<file path="config.mk">
export PLATFORM = sky130hd
export DESIGN_NAME = srsei_top
export DESIGN_NICKNAME = d
export VERILOG_FILES = /design/src/logic/srsei_pkg.sv /design/src/logic/srsei_stream_if.sv /design/src/logic/srsei_top.sv /design/src/logic/srsei_pair_buf.sv /design/src/logic/srsei_burst_sync.sv
export VERILOG_INCLUDE_DIRS = /design/src /design/src/logic
export SDC_FILE = /design/constraint.sdc
export NUM_CORES = 1
export LEC_CHECK = 0
export BUFFER_PORTS_ARGS = -buffer_cell sky130_fd_sc_hd__clkbuf_2
export CORE_MARGIN = 1.5
export CORE_UTILIZATION = 58
export DETAILED_ROUTE_END_ITERATION = 7
export PLACE_DENSITY = 0.9
export SYNTH_ARGS = -nofsm -noshare
export SYNTH_HDL_FRONTEND = slang
export SYNTH_SLANG_ARGS = --single-unit
</file>
<file path="constraint.sdc">
create_clock -name mclk_i -period 10.85 [get_ports mclk_i]
set_input_delay 3.255 -clock mclk_i [delete_from_list [all_inputs] [get_ports mclk_i]]
set_output_delay 3.255 -clock mclk_i [all_outputs]
set_load 0.03 [all_outputs]
</file>
<file path="src/logic/srsei_cfg.svh">
// Register offsets, field positions, reset values and counts of the
// receiver status and error block. Assumes an 8-bit register port.
`ifndef SRSEI_CFG_SVH
`define SRSEI_CFG_SVH
`define SRSEI_ADDR_FILL 7'h08
`define SRSEI_ADDR_MASK 7'h0A
`define SRSEI_ADDR_CAUSE 7'h0B
`define SRSEI_ADDR_STAT 7'h0C
`define SRSEI_FILL_RST 8'h00
`define SRSEI_MASK_RST 8'h00
`define SRSEI_FILL_ZERO_BIT 5
`define SRSEI_PASS_BIT 6
`define SRSEI_C_LOCK 0
`define SRSEI_C_INVALID 1
`define SRSEI_C_CSREF 2
`define SRSEI_C_CORRUPT 3
`define SRSEI_C_PAYLOAD 4
`define SRSEI_C_COPY 5
`define SRSEI_C_EMPH 6
`define SRSEI_C_RATE 7
`define SRSEI_SYNC_PA 16'hF872
`define SRSEI_SYNC_PB 16'h4E1F
`define SRSEI_SYNC_HOLD 16'h1800
`endif

</file>
<file path="src/logic/srsei_pkg.sv">
// Types shared by the receiver status and error block.
// Assumes a 24-bit received sample word.
package srsei_pkg;
   typedef logic [23:0] srsei_sample_type;
   typedef enum logic [2:0] {
      SYNC_Z0 = 3'b000,
      SYNC_Z1 = 3'b001,
      SYNC_Z2 = 3'b010,
      SYNC_Z3 = 3'b011,
      SYNC_PA = 3'b100,
      SYNC_PB = 3'b101
   } srsei_sync_state_type;
endpackage

</file>
<file path="src/logic/srsei_stream_if.sv">
// Word stream with valid and ready between the block's own modules.
// Assumes one clock for both ends.
`timescale 1ns/1ps
interface srsei_stream_if #(parameter int W = 24);
   logic [W-1:0] data;
   logic valid;
   logic ready;
   modport src(output data, output valid, input ready);
   modport snk(input data, input valid, output ready);
   modport mon(input data, input valid, input ready);
endinterface

</file>
<file path="src/logic/srsei_top.sv">
// Receiver status, interrupt causes and error substitution.
// Assumes channel-status, lock and sample inputs come from logic on mclk_i.
`timescale 1ns/1ps
`include "srsei_cfg.svh"

// Overview of operation
// (RULE1) Status bit 0 shows channel-status bit 1
// (RULE2) Status bit 1 shows burst sync detected
// (RULE3) Status bit 2 shows channel-status copy bit
// (RULE4) Status bit 3 shows pre-emphasis bit
// (RULE5) Status bits 5:4 hold recovered rate code
// (RULE6) Status bit 6 set while clock unlocked
// (RULE7) Host reads status after a change cause
// (RULE8) Suppress bits block cause and interrupt; reset zero
// (RULE9) Suppress bit order matches cause bit order
// (RULE10) Coding, parity or preamble error flags corrupt
// (RULE11) Validity bit set flags source invalid
// (RULE12) Unmasked error causes pass data unchanged
// (RULE13) Host handles errored data in manual mode
// (RULE14) Masked errors replace data: zeros or last
// (RULE15) Pass bit lets invalid samples through unchanged
// (RULE16) Transmitter path replaced only for invalid
// (RULE17) Sync pattern: four zeros, Pa, Pb
// (RULE18) Compressed payload is nonlinear OR sync
// (RULE19) Nonlinear or sync change raises payload cause
// (RULE20) Invalid and corrupt causes are level sensitive
// (RULE21) Refresh and rate causes set on transitions
// (RULE22) Causes held until cause register read
// (RULE23) Interrupt low while any cause bit set
module srsei_top (
   // Clock and reset
   input wire logic mclk_i,
   input wire logic rst_i,
   // Register port
   input wire logic [6:0] reg_addr_i,
   input wire logic reg_wr_i,
   input wire logic reg_rd_i,
   input wire logic [7:0] reg_wdata_i,
   output logic [7:0] reg_rdata_o,
   // Channel status and lock from the receiver
   input wire logic cs_nonlinear_i,
   input wire logic copy_permit_flag_i,
   input wire logic preemphasis_flag_i,
   input wire logic [1:0] recovered_rate_code_i,
   input wire logic unlock_i,
   input wire logic cs_refresh_flag_i,
   // Received subframe stream
   input wire logic [23:0] rx_sample_i,
   input wire logic rx_valid_i,
   output logic rx_ready_o,
   input wire logic rx_biphase_err_i,
   input wire logic rx_parity_err_i,
   input wire logic rx_preamble_err_i,
   input wire logic rx_validity_i,
   // Output stream to audio interface and transmitter
   output logic [23:0] aif_data_o,
   output logic [23:0] tx_data_o,
   output logic out_valid_o,
   input wire logic out_ready_i,
   // Indications
   output logic payload_compressed_o,
   output logic irq_n_o
);

   //----------
   // Storage
   //----------
   logic [7:0] rx_error_fill_config_q;
   logic [7:0] irq_suppress_reg_q;
   logic [7:0] irq_cause_reg_q;
   logic [7:0] irq_cause_reg_d;
   logic [7:0] rx_status_reg;
   logic [7:0] cause_event;

   logic nonlinear_q;
   logic copy_permit_flag_q;
   logic preemphasis_flag_q;
   logic [1:0] recovered_rate_code_q;
   logic unlock_q;

   logic cs_refresh_flag_q;
   logic burst_sync;
   logic burst_sync_q;

   logic rx_frame_corrupt_q;
   logic rx_invalid_q;

   logic payload_compressed_q;
   logic irq_n_q;
   logic [7:0] rdata_q;

   srsei_pkg::srsei_sample_type last_aif_q;
   srsei_pkg::srsei_sample_type last_tx_q;
   srsei_pkg::srsei_sample_type aif_word;
   srsei_pkg::srsei_sample_type tx_word;

   logic rx_take;
   logic corrupt_now;

   logic invalid_auto;
   logic aif_replace;
   logic tx_replace;
   logic error_fill_select;
   logic pass_flagged_data;

   logic cause_clear;
   logic payload_type_changed;
   logic copy_flag_changed;
   logic rate_code_changed;
   logic lock_state_changed;
   logic emphasis_changed;

   srsei_stream_if #(.W(24)) raw_s ();
   srsei_stream_if #(.W(48)) buf_in_s ();
   srsei_stream_if #(.W(48)) buf_out_s ();

   //----------
   // Configuration registers
   //----------
   // Writes to read-only offsets are dropped
   assign error_fill_select = rx_error_fill_config_q[`SRSEI_FILL_ZERO_BIT];
   assign pass_flagged_data = rx_error_fill_config_q[`SRSEI_PASS_BIT];

   always_ff @(posedge mclk_i or posedge rst_i) begin
      if (rst_i) begin
         rx_error_fill_config_q <= `SRSEI_FILL_RST; // RULE14 RULE15
      end else if (reg_wr_i && reg_addr_i == `SRSEI_ADDR_FILL) begin
         rx_error_fill_config_q <= reg_wdata_i;
      end
   end

   always_ff @(posedge mclk_i or posedge rst_i) begin
      if (rst_i) begin
         irq_suppress_reg_q <= `SRSEI_MASK_RST; // RULE8
      end else if (reg_wr_i && reg_addr_i == `SRSEI_ADDR_MASK) begin
         irq_suppress_reg_q <= reg_wdata_i;
      end
   end

   //----------
   // Status capture
   //----------
   // Status lags the inputs by one cycle
   always_ff @(posedge mclk_i or posedge rst_i) begin
      if (rst_i) begin
         nonlinear_q <= 1'b0;
         copy_permit_flag_q <= 1'b0;
         preemphasis_flag_q <= 1'b0;
         recovered_rate_code_q <= 2'h0;
         unlock_q <= 1'b0;
         cs_refresh_flag_q <= 1'b0;
         burst_sync_q <= 1'b0;
      end else begin
         nonlinear_q <= cs_nonlinear_i; // RULE1
         copy_permit_flag_q <= copy_permit_flag_i; // RULE3
         preemphasis_flag_q <= preemphasis_flag_i; // RULE4
         recovered_rate_code_q <= recovered_rate_code_i; // RULE5
         unlock_q <= unlock_i; // RULE6
         cs_refresh_flag_q <= cs_refresh_flag_i;
         burst_sync_q <= burst_sync; // RULE2
      end
   end

   always_comb begin
      rx_status_reg = 8'h00;
      rx_status_reg[0] = nonlinear_q; // RULE1
      rx_status_reg[1] = burst_sync_q; // RULE2
      rx_status_reg[2] = copy_permit_flag_q; // RULE3
      rx_status_reg[3] = preemphasis_flag_q; // RULE4
      rx_status_reg[5:4] = recovered_rate_code_q; // RULE5
      rx_status_reg[6] = unlock_q; // RULE6
   end

   always_ff @(posedge mclk_i or posedge rst_i) begin
      if (rst_i) begin
         payload_compressed_q <= 1'b0;
      end else begin
         payload_compressed_q <= nonlinear_q | burst_sync_q; // RULE18
      end
   end

   assign payload_compressed_o = payload_compressed_q;

   //----------
   // Burst sync detection
   //----------
   // Detector restarts while unlocked
   assign raw_s.data = rx_sample_i;
   assign raw_s.valid = rx_valid_i;
   assign raw_s.ready = buf_in_s.ready;

   srsei_burst_sync u_sync (
      .mclk_i(mclk_i),
      .rst_i(rst_i),
      .raw_m(raw_s.mon),
      .clr_i(unlock_q),
      .sync_o(burst_sync)
   ); // RULE17

   //----------
   // Subframe error flags
   //----------
   assign rx_take = rx_valid_i & buf_in_s.ready;
   assign corrupt_now = rx_biphase_err_i | rx_parity_err_i | rx_preamble_err_i; // RULE10

   // Flags follow the most recently accepted subframe
   always_ff @(posedge mclk_i or posedge rst_i) begin
      if (rst_i) begin
         rx_frame_corrupt_q <= 1'b0;
         rx_invalid_q <= 1'b0;
      end else if (rx_take) begin
         rx_frame_corrupt_q <= corrupt_now; // RULE10
         rx_invalid_q <= rx_validity_i; // RULE11
      end
   end

   //----------
   // Error substitution
   //----------
   // Automatic handling only where the cause is suppressed
   assign invalid_auto = rx_validity_i & irq_suppress_reg_q[`SRSEI_C_INVALID]
                         & ~pass_flagged_data; // RULE12 RULE15
   assign aif_replace = (corrupt_now & irq_suppress_reg_q[`SRSEI_C_CORRUPT])
                        | invalid_auto; // RULE12 RULE14
   assign tx_replace = invalid_auto; // RULE16

   always_comb begin
      aif_word = rx_sample_i;
      tx_word = rx_sample_i;
      if (aif_replace) begin
         aif_word = error_fill_select ? '0 : last_aif_q; // RULE14
      end
      if (tx_replace) begin
         tx_word = error_fill_select ? '0 : last_tx_q; // RULE14
      end
   end

   // Last good sample per path, for repetition fill
   always_ff @(posedge mclk_i or posedge rst_i) begin
      if (rst_i) begin
         last_aif_q <= '0;
         last_tx_q <= '0;
      end else if (rx_take) begin
         if (!aif_replace) begin
            last_aif_q <= rx_sample_i;
         end
         if (!tx_replace) begin
            last_tx_q <= rx_sample_i;
         end
      end
   end

   //----------
   // Output buffer
   //----------
   // One entry carries both paths, so they stay aligned
   assign buf_in_s.data = {aif_word, tx_word};
   assign buf_in_s.valid = rx_valid_i;
   assign buf_out_s.ready = out_ready_i;
   assign rx_ready_o = buf_in_s.ready;
   assign aif_data_o = buf_out_s.data[47:24];
   assign tx_data_o = buf_out_s.data[23:0];
   assign out_valid_o = buf_out_s.valid;

   srsei_pair_buf u_buf (
      .mclk_i(mclk_i),
      .rst_i(rst_i),
      .in_s(buf_in_s.snk),
      .out_s(buf_out_s.src)
   );

   //----------
   // Interrupt causes
   //----------
   // Masked causes never latch
   assign lock_state_changed = unlock_i ^ unlock_q;
   assign payload_type_changed = (cs_nonlinear_i ^ nonlinear_q)
                                 | (burst_sync ^ burst_sync_q); // RULE19
   assign copy_flag_changed = copy_permit_flag_i ^ copy_permit_flag_q;
   assign emphasis_changed = preemphasis_flag_i ^ preemphasis_flag_q;
   assign rate_code_changed = |(recovered_rate_code_i ^ recovered_rate_code_q); // RULE21

   always_comb begin
      cause_event = 8'h00;
      cause_event[`SRSEI_C_LOCK] = lock_state_changed; // RULE9
      cause_event[`SRSEI_C_INVALID] = rx_invalid_q; // RULE20
      cause_event[`SRSEI_C_CSREF] = cs_refresh_flag_i & ~cs_refresh_flag_q; // RULE21
      cause_event[`SRSEI_C_CORRUPT] = rx_frame_corrupt_q; // RULE20
      cause_event[`SRSEI_C_PAYLOAD] = payload_type_changed; // RULE19
      cause_event[`SRSEI_C_COPY] = copy_flag_changed;
      cause_event[`SRSEI_C_EMPH] = emphasis_changed;
      cause_event[`SRSEI_C_RATE] = rate_code_changed; // RULE9
   end

   assign cause_clear = reg_rd_i && reg_addr_i == `SRSEI_ADDR_CAUSE;

   // A new event in the clearing cycle survives the clear
   always_comb begin
      irq_cause_reg_d = cause_clear ? 8'h00 : irq_cause_reg_q; // RULE22
      irq_cause_reg_d = irq_cause_reg_d | (cause_event & ~irq_suppress_reg_q); // RULE8
   end

   always_ff @(posedge mclk_i or posedge rst_i) begin
      if (rst_i) begin
         irq_cause_reg_q <= 8'h00;
      end else begin
         irq_cause_reg_q <= irq_cause_reg_d; // RULE22
      end
   end

   // Registered so the pin cannot glitch
   always_ff @(posedge mclk_i or posedge rst_i) begin
      if (rst_i) begin
         irq_n_q <= 1'b1;
      end else begin
         irq_n_q <= ~|irq_cause_reg_d; // RULE23
      end
   end

   assign irq_n_o = irq_n_q;

   //----------
   // Register read
   //----------
   // Reading the cause register clears it
   always_ff @(posedge mclk_i or posedge rst_i) begin
      if (rst_i) begin
         rdata_q <= 8'h00;
      end else if (reg_rd_i) begin
         unique case (reg_addr_i)
            `SRSEI_ADDR_FILL: rdata_q <= rx_error_fill_config_q;
            `SRSEI_ADDR_MASK: rdata_q <= irq_suppress_reg_q;
            `SRSEI_ADDR_CAUSE: rdata_q <= irq_cause_reg_q;
            `SRSEI_ADDR_STAT: rdata_q <= rx_status_reg; // RULE7
            default: rdata_q <= 8'h00;
         endcase
      end
   end

   assign reg_rdata_o = rdata_q;

endmodule

</file>
<file path="src/logic/srsei_pair_buf.sv">
// Two-entry buffer; the head entry drives the output directly.
// Assumes both sides on mclk_i.
`timescale 1ns/1ps
module srsei_pair_buf (
   // Clock and reset
   input wire logic mclk_i,
   input wire logic rst_i,
   // Streams
   srsei_stream_if.snk in_s,
   srsei_stream_if.src out_s
);
   localparam int W = $bits(in_s.data);
   logic [W-1:0] e0_q;
   logic [W-1:0] e1_q;
   logic e0v_q;
   logic e1v_q;
   logic rdy_q;
   logic push;
   logic pop;
   logic e0v_d;
   logic e1v_d;

   assign push = in_s.valid & rdy_q;
   assign pop = e0v_q & out_s.ready;
   assign in_s.ready = rdy_q;
   assign out_s.data = e0_q;
   assign out_s.valid = e0v_q;

   always_comb begin
      e0v_d = e0v_q;
      e1v_d = e1v_q;
      if (pop) begin
         e0v_d = e1v_q | push;
         e1v_d = e1v_q & push;
      end else if (push) begin
         e0v_d = 1'b1;
         e1v_d = e0v_q;
      end
   end

   always_ff @(posedge mclk_i or posedge rst_i) begin
      if (rst_i) begin
         e0v_q <= 1'b0;
         e1v_q <= 1'b0;
         rdy_q <= 1'b1;
      end else begin
         e0v_q <= e0v_d;
         e1v_q <= e1v_d;
         rdy_q <= ~e1v_d;
      end
   end

   always_ff @(posedge mclk_i or posedge rst_i) begin
      if (rst_i) begin
         e0_q <= '0;
         e1_q <= '0;
      end else if (pop) begin
         e0_q <= e1v_q ? e1_q : in_s.data;
         e1_q <= in_s.data;
      end else if (push) begin
         if (e0v_q) begin
            e1_q <= in_s.data;
         end else begin
            e0_q <= in_s.data;
         end
      end
   end
endmodule

</file>
<file path="src/logic/srsei_burst_sync.sv">
// Burst sync detector on the received word stream.
// Assumes the upper 16 bits of each accepted word carry the payload word.
`timescale 1ns/1ps
`include "srsei_cfg.svh"
module srsei_burst_sync (
   // Clock and reset
   input wire logic mclk_i,
   input wire logic rst_i,
   // Watched stream and control
   srsei_stream_if.mon raw_m,
   input wire logic clr_i,
   output logic sync_o
);
   srsei_pkg::srsei_sync_state_type state_q;
   srsei_pkg::srsei_sync_state_type state_d;
   logic [15:0] word;
   logic [15:0] gap_q;
   logic take;
   logic zero;
   logic hit;

   assign word = raw_m.data[23:8];
   assign take = raw_m.valid & raw_m.ready;
   assign zero = (word == 16'h0000);

   // Four zero words, then Pa, then Pb
   always_comb begin
      hit = 1'b0;
      unique case (state_q)
         srsei_pkg::SYNC_Z0: state_d = zero ? srsei_pkg::SYNC_Z1 : srsei_pkg::SYNC_Z0;
         srsei_pkg::SYNC_Z1: state_d = zero ? srsei_pkg::SYNC_Z2 : srsei_pkg::SYNC_Z0;
         srsei_pkg::SYNC_Z2: state_d = zero ? srsei_pkg::SYNC_Z3 : srsei_pkg::SYNC_Z0;
         srsei_pkg::SYNC_Z3: state_d = zero ? srsei_pkg::SYNC_PA : srsei_pkg::SYNC_Z0;
         srsei_pkg::SYNC_PA: begin
            if (word == `SRSEI_SYNC_PA) begin
               state_d = srsei_pkg::SYNC_PB;
            end else begin
               state_d = zero ? srsei_pkg::SYNC_PA : srsei_pkg::SYNC_Z0;
            end
         end
         srsei_pkg::SYNC_PB: begin
            hit = (word == `SRSEI_SYNC_PB); // RULE17
            if (hit) begin
               state_d = srsei_pkg::SYNC_Z0;
            end else begin
               state_d = zero ? srsei_pkg::SYNC_Z1 : srsei_pkg::SYNC_Z0;
            end
         end
         default: state_d = srsei_pkg::SYNC_Z0;
      endcase
   end

   always_ff @(posedge mclk_i or posedge rst_i) begin
      if (rst_i) begin
         state_q <= srsei_pkg::SYNC_Z0;
      end else if (clr_i) begin
         state_q <= srsei_pkg::SYNC_Z0;
      end else if (take) begin
         state_q <= state_d;
      end
   end

   // Flag holds while bursts keep arriving within the hold window
   always_ff @(posedge mclk_i or posedge rst_i) begin
      if (rst_i) begin
         sync_o <= 1'b0;
         gap_q <= 16'h0000;
      end else if (clr_i) begin
         sync_o <= 1'b0;
         gap_q <= 16'h0000;
      end else if (take & hit) begin
         sync_o <= 1'b1;
         gap_q <= 16'h0000;
      end else if (take & sync_o) begin
         if (gap_q == `SRSEI_SYNC_HOLD) begin
            sync_o <= 1'b0;
         end else begin
            gap_q <= gap_q + 16'h0001;
         end
      end
   end
endmodule

</file>
==> reports/metrics.csv, run 1 <==
stage,metric,value,unit
placement,routabilityCongestion,0.845,
routing,wl,22.3,mm
sta,fmax,193,MHz
global_routing,grt_pass1_wl,36.9,mm
final_layout,drive_gt1_share,26.9,%
logic_synthesis,netlist_top_cells_count,"dfrtp_1, a21oi_1, mux2_2",
sta,rsz0062_at_grt,no,
routing,wl_per_cell,18.3,µm
placement,numPortBuffers,115,
clock_tree,cts_buffer_depth,3,
sta,holdWs,0.483,ns
logic_synthesis,yosysTopAreaCellShare,54.0,%
logic_synthesis,netlist_area,9690,µm²
final_layout,fillers,1210,
routing,vias,7411,
logic_synthesis,synth_area_leader_cell,dfrtp_1,
critical_path,r2r-start,u_buf.in_s.ready,
run,max_cap_viol_count,0,
clock_tree,cts-hold-fix-buffers,0,
logic_synthesis,ys_seq_elements,211,
routing,drtAntennaViolNets,0,
global_routing,gr-total-overflow,0,
sta,layout_min_cycle_time,5.19,ns
placement,dp_hpwl,14.4,mm
global_routing,grt_antenna_before_repair,0,
clock_tree,clk_pin_slew,0.06,ns
routing,drtIter0Drc,740,
logic_synthesis,syn_nets,953,
sta,timing.final.crit_share,47.8,%
logic_synthesis,ys_types,61,
floorplanning,ios,116,
critical_path,cp.required,11.20,ns
final_layout,nets,1045,
sta,hold_viol,0,
clock_tree,tritoncts,built,
logic_synthesis,synth_enable_flop_cells,0,
clock_tree,cts_resized,0,
min_path,min_path_cells,2,
floorplanning,initial_core_util,58.8,%
routing,first_pass_iters,5,
critical_path,r2r_setup_slack,7.97,ns
critical_path,r2r_end,u_buf.out_s.data[24],
global_routing,grt_pass1_vias,7316,
final_layout,multi_input_area,4130,µm²
power,p_leak,4.98,nW
logic_synthesis,synth_top_flop_cell,dfrtp_1,
logic_synthesis,avgSynthCellArea,10.8,µm²
critical_path,critPathMaxFanout,49,
sta,fin_skew,0.0258,ns
critical_path,cp.arrival,5.55,ns
sta,slew_headroom,18.3,%
floorplanning,dieArea,17500,µm²
sta,setup_viol,0,
logic_synthesis,ys_seq_area_share,54.5,%
logic_synthesis,yosysMostFrequentCell,dfrtp_1,
min_path,hold_path_startpoint,u_buf.e1_q[36],
clock_tree,cts.sinks,211,
critical_path,end_kind,register,
logic_synthesis,postSynthCellCount,895,
critical_path,cpPeakStageDelay,0.87,ns
placement,placed_cells_incl_taps,1182,
global_routing,track_usage,25.9,%
final_layout,stdcell_count,1220,
min_path,hold_path.class,register to register,
floorplanning,num_rows,47,
final_layout,antenna_cells,0,
sta,worst_slew_pin_slew,1.22,ns
clock_tree,post_cts_buffers,0,
min_path,whs_endpoint,u_buf.e1_q[36],
logic_synthesis,yosys_warnings,0,
final_layout,regArea,5280,µm²
clock_tree,htreeDepth,1,
power,ir_drop,0.154,mV
logic_synthesis,synth_area_leaders,"dfrtp_1, mux2_2, a21oi_1",
clock_tree,cts_made_buffers,23,
critical_path,worstPathCellList,clkbuf_2 -> nand2_1 -> o21ai_4 -> buf_4 -> and2_1 -> a21oi_1,
global_routing,grt_max_degree,128,
critical_path,timing.critical_path.slowest_stage_cell,and2_1,
floorplanning,die_y,132,µm
floorplanning,fp.dieW,132,µm
critical_path,reg2regPathDepth,5,
run_status,status,completed,
clock_tree,clk_latency,0.52,ns
routing,vias_per_cell,6.07,
sta,fin_tns_setup,0,ns
floorplanning,core_region_area,16500,µm²
routing,drc_errors,0,
clock_tree,cts-root-buf,clkbuf_16,
critical_path,criticalPathCategory,input pin to register,
sta,slew_violations,0,
final_layout,area_growth,14.6,%
power,p_per_area,241,nW/µm²
critical_path,worst_setup_path_start_kind,input pin,
logic_synthesis,async_flop_share,100,%
-- how the worst max path moves through the flow --
stage,startpoint,endpoint,slack (ns),depth (start not counted)
final,rx_valid_i,u_buf.out_s.data[24],5.66,6
after global routing,rx_valid_i,u_buf.out_s.data[41],5.46,6
after CTS,rx_valid_i,u_buf.out_s.data[24],5.69,6
after detailed placement,rx_valid_i,u_buf.out_s.data[25],5.18,6
after global placement,rx_validity_i,last_aif_q[3],5.27,5
after floorplan,rst_i,burst_sync_q,1.83,1
-- placed cells by master (no fill, tap or decap), types with 3 or more instances in the layout --
master	Yosys	final
clkbuf_2	0	115
nor3b_1	5	5
o22ai_1	32	32
a21oi_1	107	107
clkinv_2	0	4
a22o_1	15	15
mux2_2	91	91
o21ai_0	58	57
nand2b_1	24	24
buf_4	1	8
nand4_1	9	9
inv_1	16	15
xor2_1	3	3
and2_1	5	5
clkbuf_1	34	5
nor2b_1	28	28
nor4_1	10	10
mux2i_1	24	24
nor2_1	42	42
nand2_1	73	73
a21o_1	6	6
dfrtp_1	209	209
xnor2_1	11	11
a22oi_1	9	9
clkbuf_8	1	4
or3_2	3	3
clkbuf_16	0	23
or3_1	6	6
nand3_1	6	5
-- logic make-up (layout without fill, tap and decap cells) --
family,Yosys count,after routing,share of synthesized area (%)
compound gates,244,244,14.6
simple gates,237,237,13.1
flops,211,211,54.5
mux,115,115,13.1
buf+inv,72,177,3.22
xor+xnor,14,14,1.27
fa+ha+maj,2,2,0.258
-- report_power, final --
part / switching (mW) / internal (mW) / total (mW)
sequential: 0.137 / 1.02 / 1.16
clock: 0.302 / 0.438 / 0.741
combinational: 0.491 / 0.285 / 0.776
-- through the flow --
stage	cell area, µm²	util (%)	power (mW)	worst slack, ns
finish	11100	67.4	2.67	5.66
global route	11100	67.4	2.80	5.46
CTS	11100	67.4	2.69	5.69
detailed placement	10400	63.1	1.94	5.18
global placement	10400	63.1	1.90	5.27
floorplan	9690	-	1.71	1.83
-- final cells by class --
| class | instances | area share [%] |
|---|---|---|
| clock buffers | 32 | 5.85 |
| clock inverters | 6 | 0.530 |
| inverters | 16 | 0.609 |
| multi-input cells | 612 | 37.2 |
| flip-flops and latches | 211 | 47.6 |
| well taps | 220 | 2.48 |
| repair buffers | 123 | 5.73 |
-- critical path: cells and delay by family --
family                 cells  cell delay [ns]
AOI/OAI and AO/OA          2             0.40
buffers and inverters      2             0.68
and+or+nand+nor            2             1.18
-- state kept, by name (all words and copies together) (netlist names), 2 cells and up --
name / count
irq_suppress_reg_q: 8
rx_error_fill_config_q: 8
irq_cause_reg_q: 8
u_sync.gap_q: 16
recovered_rate_code_q: 2
u_sync.state_q: 3
u_buf.out_s.data: 48
reg_rdata_o: 8
last_aif_q: 24
last_tx_q: 24
u_buf.e1_q: 48
-- metal layers --
metal	part of all wire [%]	track usage, %	vias to the layer above
met1	41	34.3	3634
met5	0	0	-
met2	49	43.3	308
met3	6.0	4.11	71
met4	3.4	10.0	0
li1	-	-	3398
Power figures use the tool's default switching activity.
==> inputs of run 2 (changes only) <==
==> constraint.sdc (replaced) <==
create_clock -name mclk_i -period 5.1 [get_ports mclk_i]
set_input_delay 1.53 -clock mclk_i [delete_from_list [all_inputs] [get_ports mclk_i]]
set_output_delay 1.53 -clock mclk_i [all_outputs]
set_load 0.03 [all_outputs]
==> run 2 against run 1 <==
Effect of this change: highest routed layer unchanged; critical path depth is 2 lower; utilization is 0.34 points higher; cell count is 0.41% higher; wire length rose by 2.5%; die area did not move; sequential cell count is the same; largest power group unchanged; sequential power grew 110%; clock-buffer cell count grew 4; worst setup slack worse by 3.9 ns; register-to-register slack worse by 5.4 ns; combinational power up 120%.
==> reports/metrics.csv, run 2 (synthesized netlist as in run 1, its figures left out) <==
stage,metric,value,unit,change
final_layout,fillers,1222,,was 1210
routing,drtAntennaViolNets,0,,unchanged
sta,slew_headroom,18.2,%,was 18.3%
routing,first_pass_iters,6,,was 5
placement,numPortBuffers,115,,unchanged
sta,slew_violations,0,,unchanged
sta,fmax,303,MHz,
global_routing,grt_antenna_before_repair,0,,unchanged
min_path,hold_path_startpoint,u_buf.e1_q[19],,was u_buf.e1_q[36]
sta,worst_slew_pin_slew,1.22,ns,about the same
routing,drtIter0Drc,561,,was 740
clock_tree,cts_made_buffers,22,,was 23
power,p_per_area,510,nW/µm²,was 241 nW/µm²
final_layout,regArea,5280,µm²,unchanged
placement,placed_area,10400,µm²,about the same
critical_path,worstPathCellList,clkbuf_2 -> nand3b_1 -> and3_1 -> mux2_2,,was clkbuf_2 -> nand2_1 -> o21ai_4 -> buf_4 -> and2_1 -> a21oi_1
critical_path,reg2regPathDepth,3,,was 5
sta,fin_skew,0.0225,ns,was 0.0258 ns
global_routing,grt_pass1_wl,37.5,mm,was 36.9 mm
critical_path,cpPeakStageDelay,1.01,ns,was 0.87 ns
routing,drc_errors,0,,unchanged
critical_path,cp_num_buf_inv,1,,was 2
clock_tree,cts_buffer_depth,3,,unchanged
critical_path,cp_top_family,simple AND/OR/NAND/NOR gates,,unchanged
floorplanning,fp.dieW,132,µm,unchanged
critical_path,cp.arrival,3.69,ns,was 5.55 ns
run,max_cap_viol_count,0,,unchanged
power,power,5.69,mW,was 2.67 mW
clock_tree,cts.sinks,211,,unchanged
global_routing,gr-total-overflow,0,,unchanged
clock_tree,htreeDepth,1,,unchanged
floorplanning,ios,116,,unchanged
critical_path,cp.required,5.49,ns,was 11.20 ns
final_layout,layout_commonest_cell,dfrtp_1,,unchanged
run_status,status,completed,,unchanged
critical_path,cp.depth,4,,was 6
floorplanning,num_rows,47,,unchanged
final_layout,fin_area,11200,µm²,was 11100 µm²
sta,rsz0062_at_grt,no,,unchanged
clock_tree,tritoncts,built,,unchanged
floorplanning,dieArea,17500,µm²,unchanged
floorplanning,die_y,132,µm,unchanged
critical_path,timing.critical_path.slowest_stage_cell,and3_1,,was and2_1
critical_path,critPathMaxFanout,24,,was 49
global_routing,track_usage,26.2,%,was 25.9%
sta,layout_min_cycle_time,3.30,ns,
final_layout,nets,1047,,was 1045
routing,wl_per_cell,18.6,µm,was 18.3 µm
final_layout,utilization,67.8,%,was 67.4%
placement,routabilityCongestion,0.820,,was 0.845
critical_path,worst_setup_path_start_kind,input pin,,unchanged
final_layout,drive_gt1_share,27.2,%,was 26.9%
routing,vias,7489,,was 7411
global_routing,grt_pass1_vias,7342,,was 7316
routing,wl,22.8,mm,was 22.3 mm
clock_tree,clk_pin_slew,0.06,ns,about the same
power,ir_drop,0.439,mV,was 0.154 mV
critical_path,criticalPathCategory,input pin to register,,unchanged
routing,vias_per_cell,6.11,,was 6.07
power,p_leak,4.99,nW,was 4.98 nW
critical_path,r2r_setup_slack,2.55,ns,was 7.97 ns
critical_path,critPathLaunch,rx_validity_i,,was rx_valid_i
final_layout,antenna_cells,0,,unchanged
min_path,min_path_cells,2,,unchanged
clock_tree,clk_latency,0.51,ns,was 0.52 ns
floorplanning,core_region_area,16500,µm²,unchanged
clock_tree,cts-root-buf,clkbuf_16,,unchanged
final_layout,area_growth,15.1,%,was 14.6%
min_path,hold_path.class,register to register,,unchanged
clock_tree,cts-hold-fix-buffers,0,,unchanged
sta,holdWs,0.481,ns,was 0.483 ns
floorplanning,initial_core_util,58.8,%,unchanged
critical_path,end_kind,register,,unchanged
sta,hold_viol,0,,unchanged
critical_path,r2r-start,irq_suppress_reg_q[1],,was u_buf.in_s.ready
clock_tree,post_cts_buffers,0,,unchanged
global_routing,grt_max_degree,95,,was 128
sta,fin_tns_setup,0,ns,unchanged
placement,dp_hpwl,15.1,mm,was 14.4 mm
critical_path,r2r_end,last_aif_q[17],,was u_buf.out_s.data[24]
min_path,whs_endpoint,u_buf.e1_q[19],,was u_buf.e1_q[36]
sta,setup_viol,0,,unchanged
final_layout,final_cell_mix,"dfrtp_1, clkbuf_2, a21oi_1",,unchanged
clock_tree,cts_resized,0,,unchanged
sta,timing.final.crit_share,64.7,%,
final_layout,multi_input_area,4130,µm²,unchanged
[run 2: worst reg2reg max path, cell delays in order, from the launching register on]
cell and delay, ns:
dfrtp_1 0.42, nand3b_1 0.58, and3_1 1.02, mux2_2 0.44
[run 2: report_power, final]
part | internal (mW) | switching (mW) | total (mW)
clock | 0.917 | 0.638 | 1.56
combinational | 0.612 | 1.06 | 1.67
sequential | 2.17 | 0.299 | 2.47
total | 3.70 | 1.99 | 5.69
[run 2: worst max path at each step]
stage	to
2_1_floorplan	burst_sync_q
3_3_place_gp	last_aif_q[3]
3_5_place_dp	last_aif_q[17]
4_1_cts	last_aif_q[17]
5_1_grt	last_aif_q[17]
6_report	last_aif_q[17]
[run 2: cell type report]
type / instances / area share (%)
Sequential cell: 211 / 47.3
Timing Repair Buffer: 126 / 6.12
Multi-Input combinational cell: 612 / 37.0
Inverter: 16 / 0.572
Clock buffer: 36 / 6.12
Tap cell: 220 / 2.47
Clock inverter: 4 / 0.336
[run 2: per-stage QoR]
| stage | worst slack (ns) | instances |
|---|---|---|
| 4_1_cts | 1.84 | 1225 |
| 3_3_place_gp | 1.37 | 1185 |
| 6_report | 1.80 | 1225 |
| 5_1_grt | 1.71 | 1225 |
| 2_1_floorplan | 0.829 | 895 |
| 3_5_place_dp | 1.33 | 1185 |
[run 2: layer usage]
metal | global-route usage (%) | part of all wire [%] | up-vias
li1 | - | - | 3392
met1 | 34.3 | 40 | 3702
met2 | 45.1 | 50 | 325
met3 | 3.88 | 6.3 | 70
met4 | 8.67 | 3.2 | 0
met5 | 0 | 0 | -
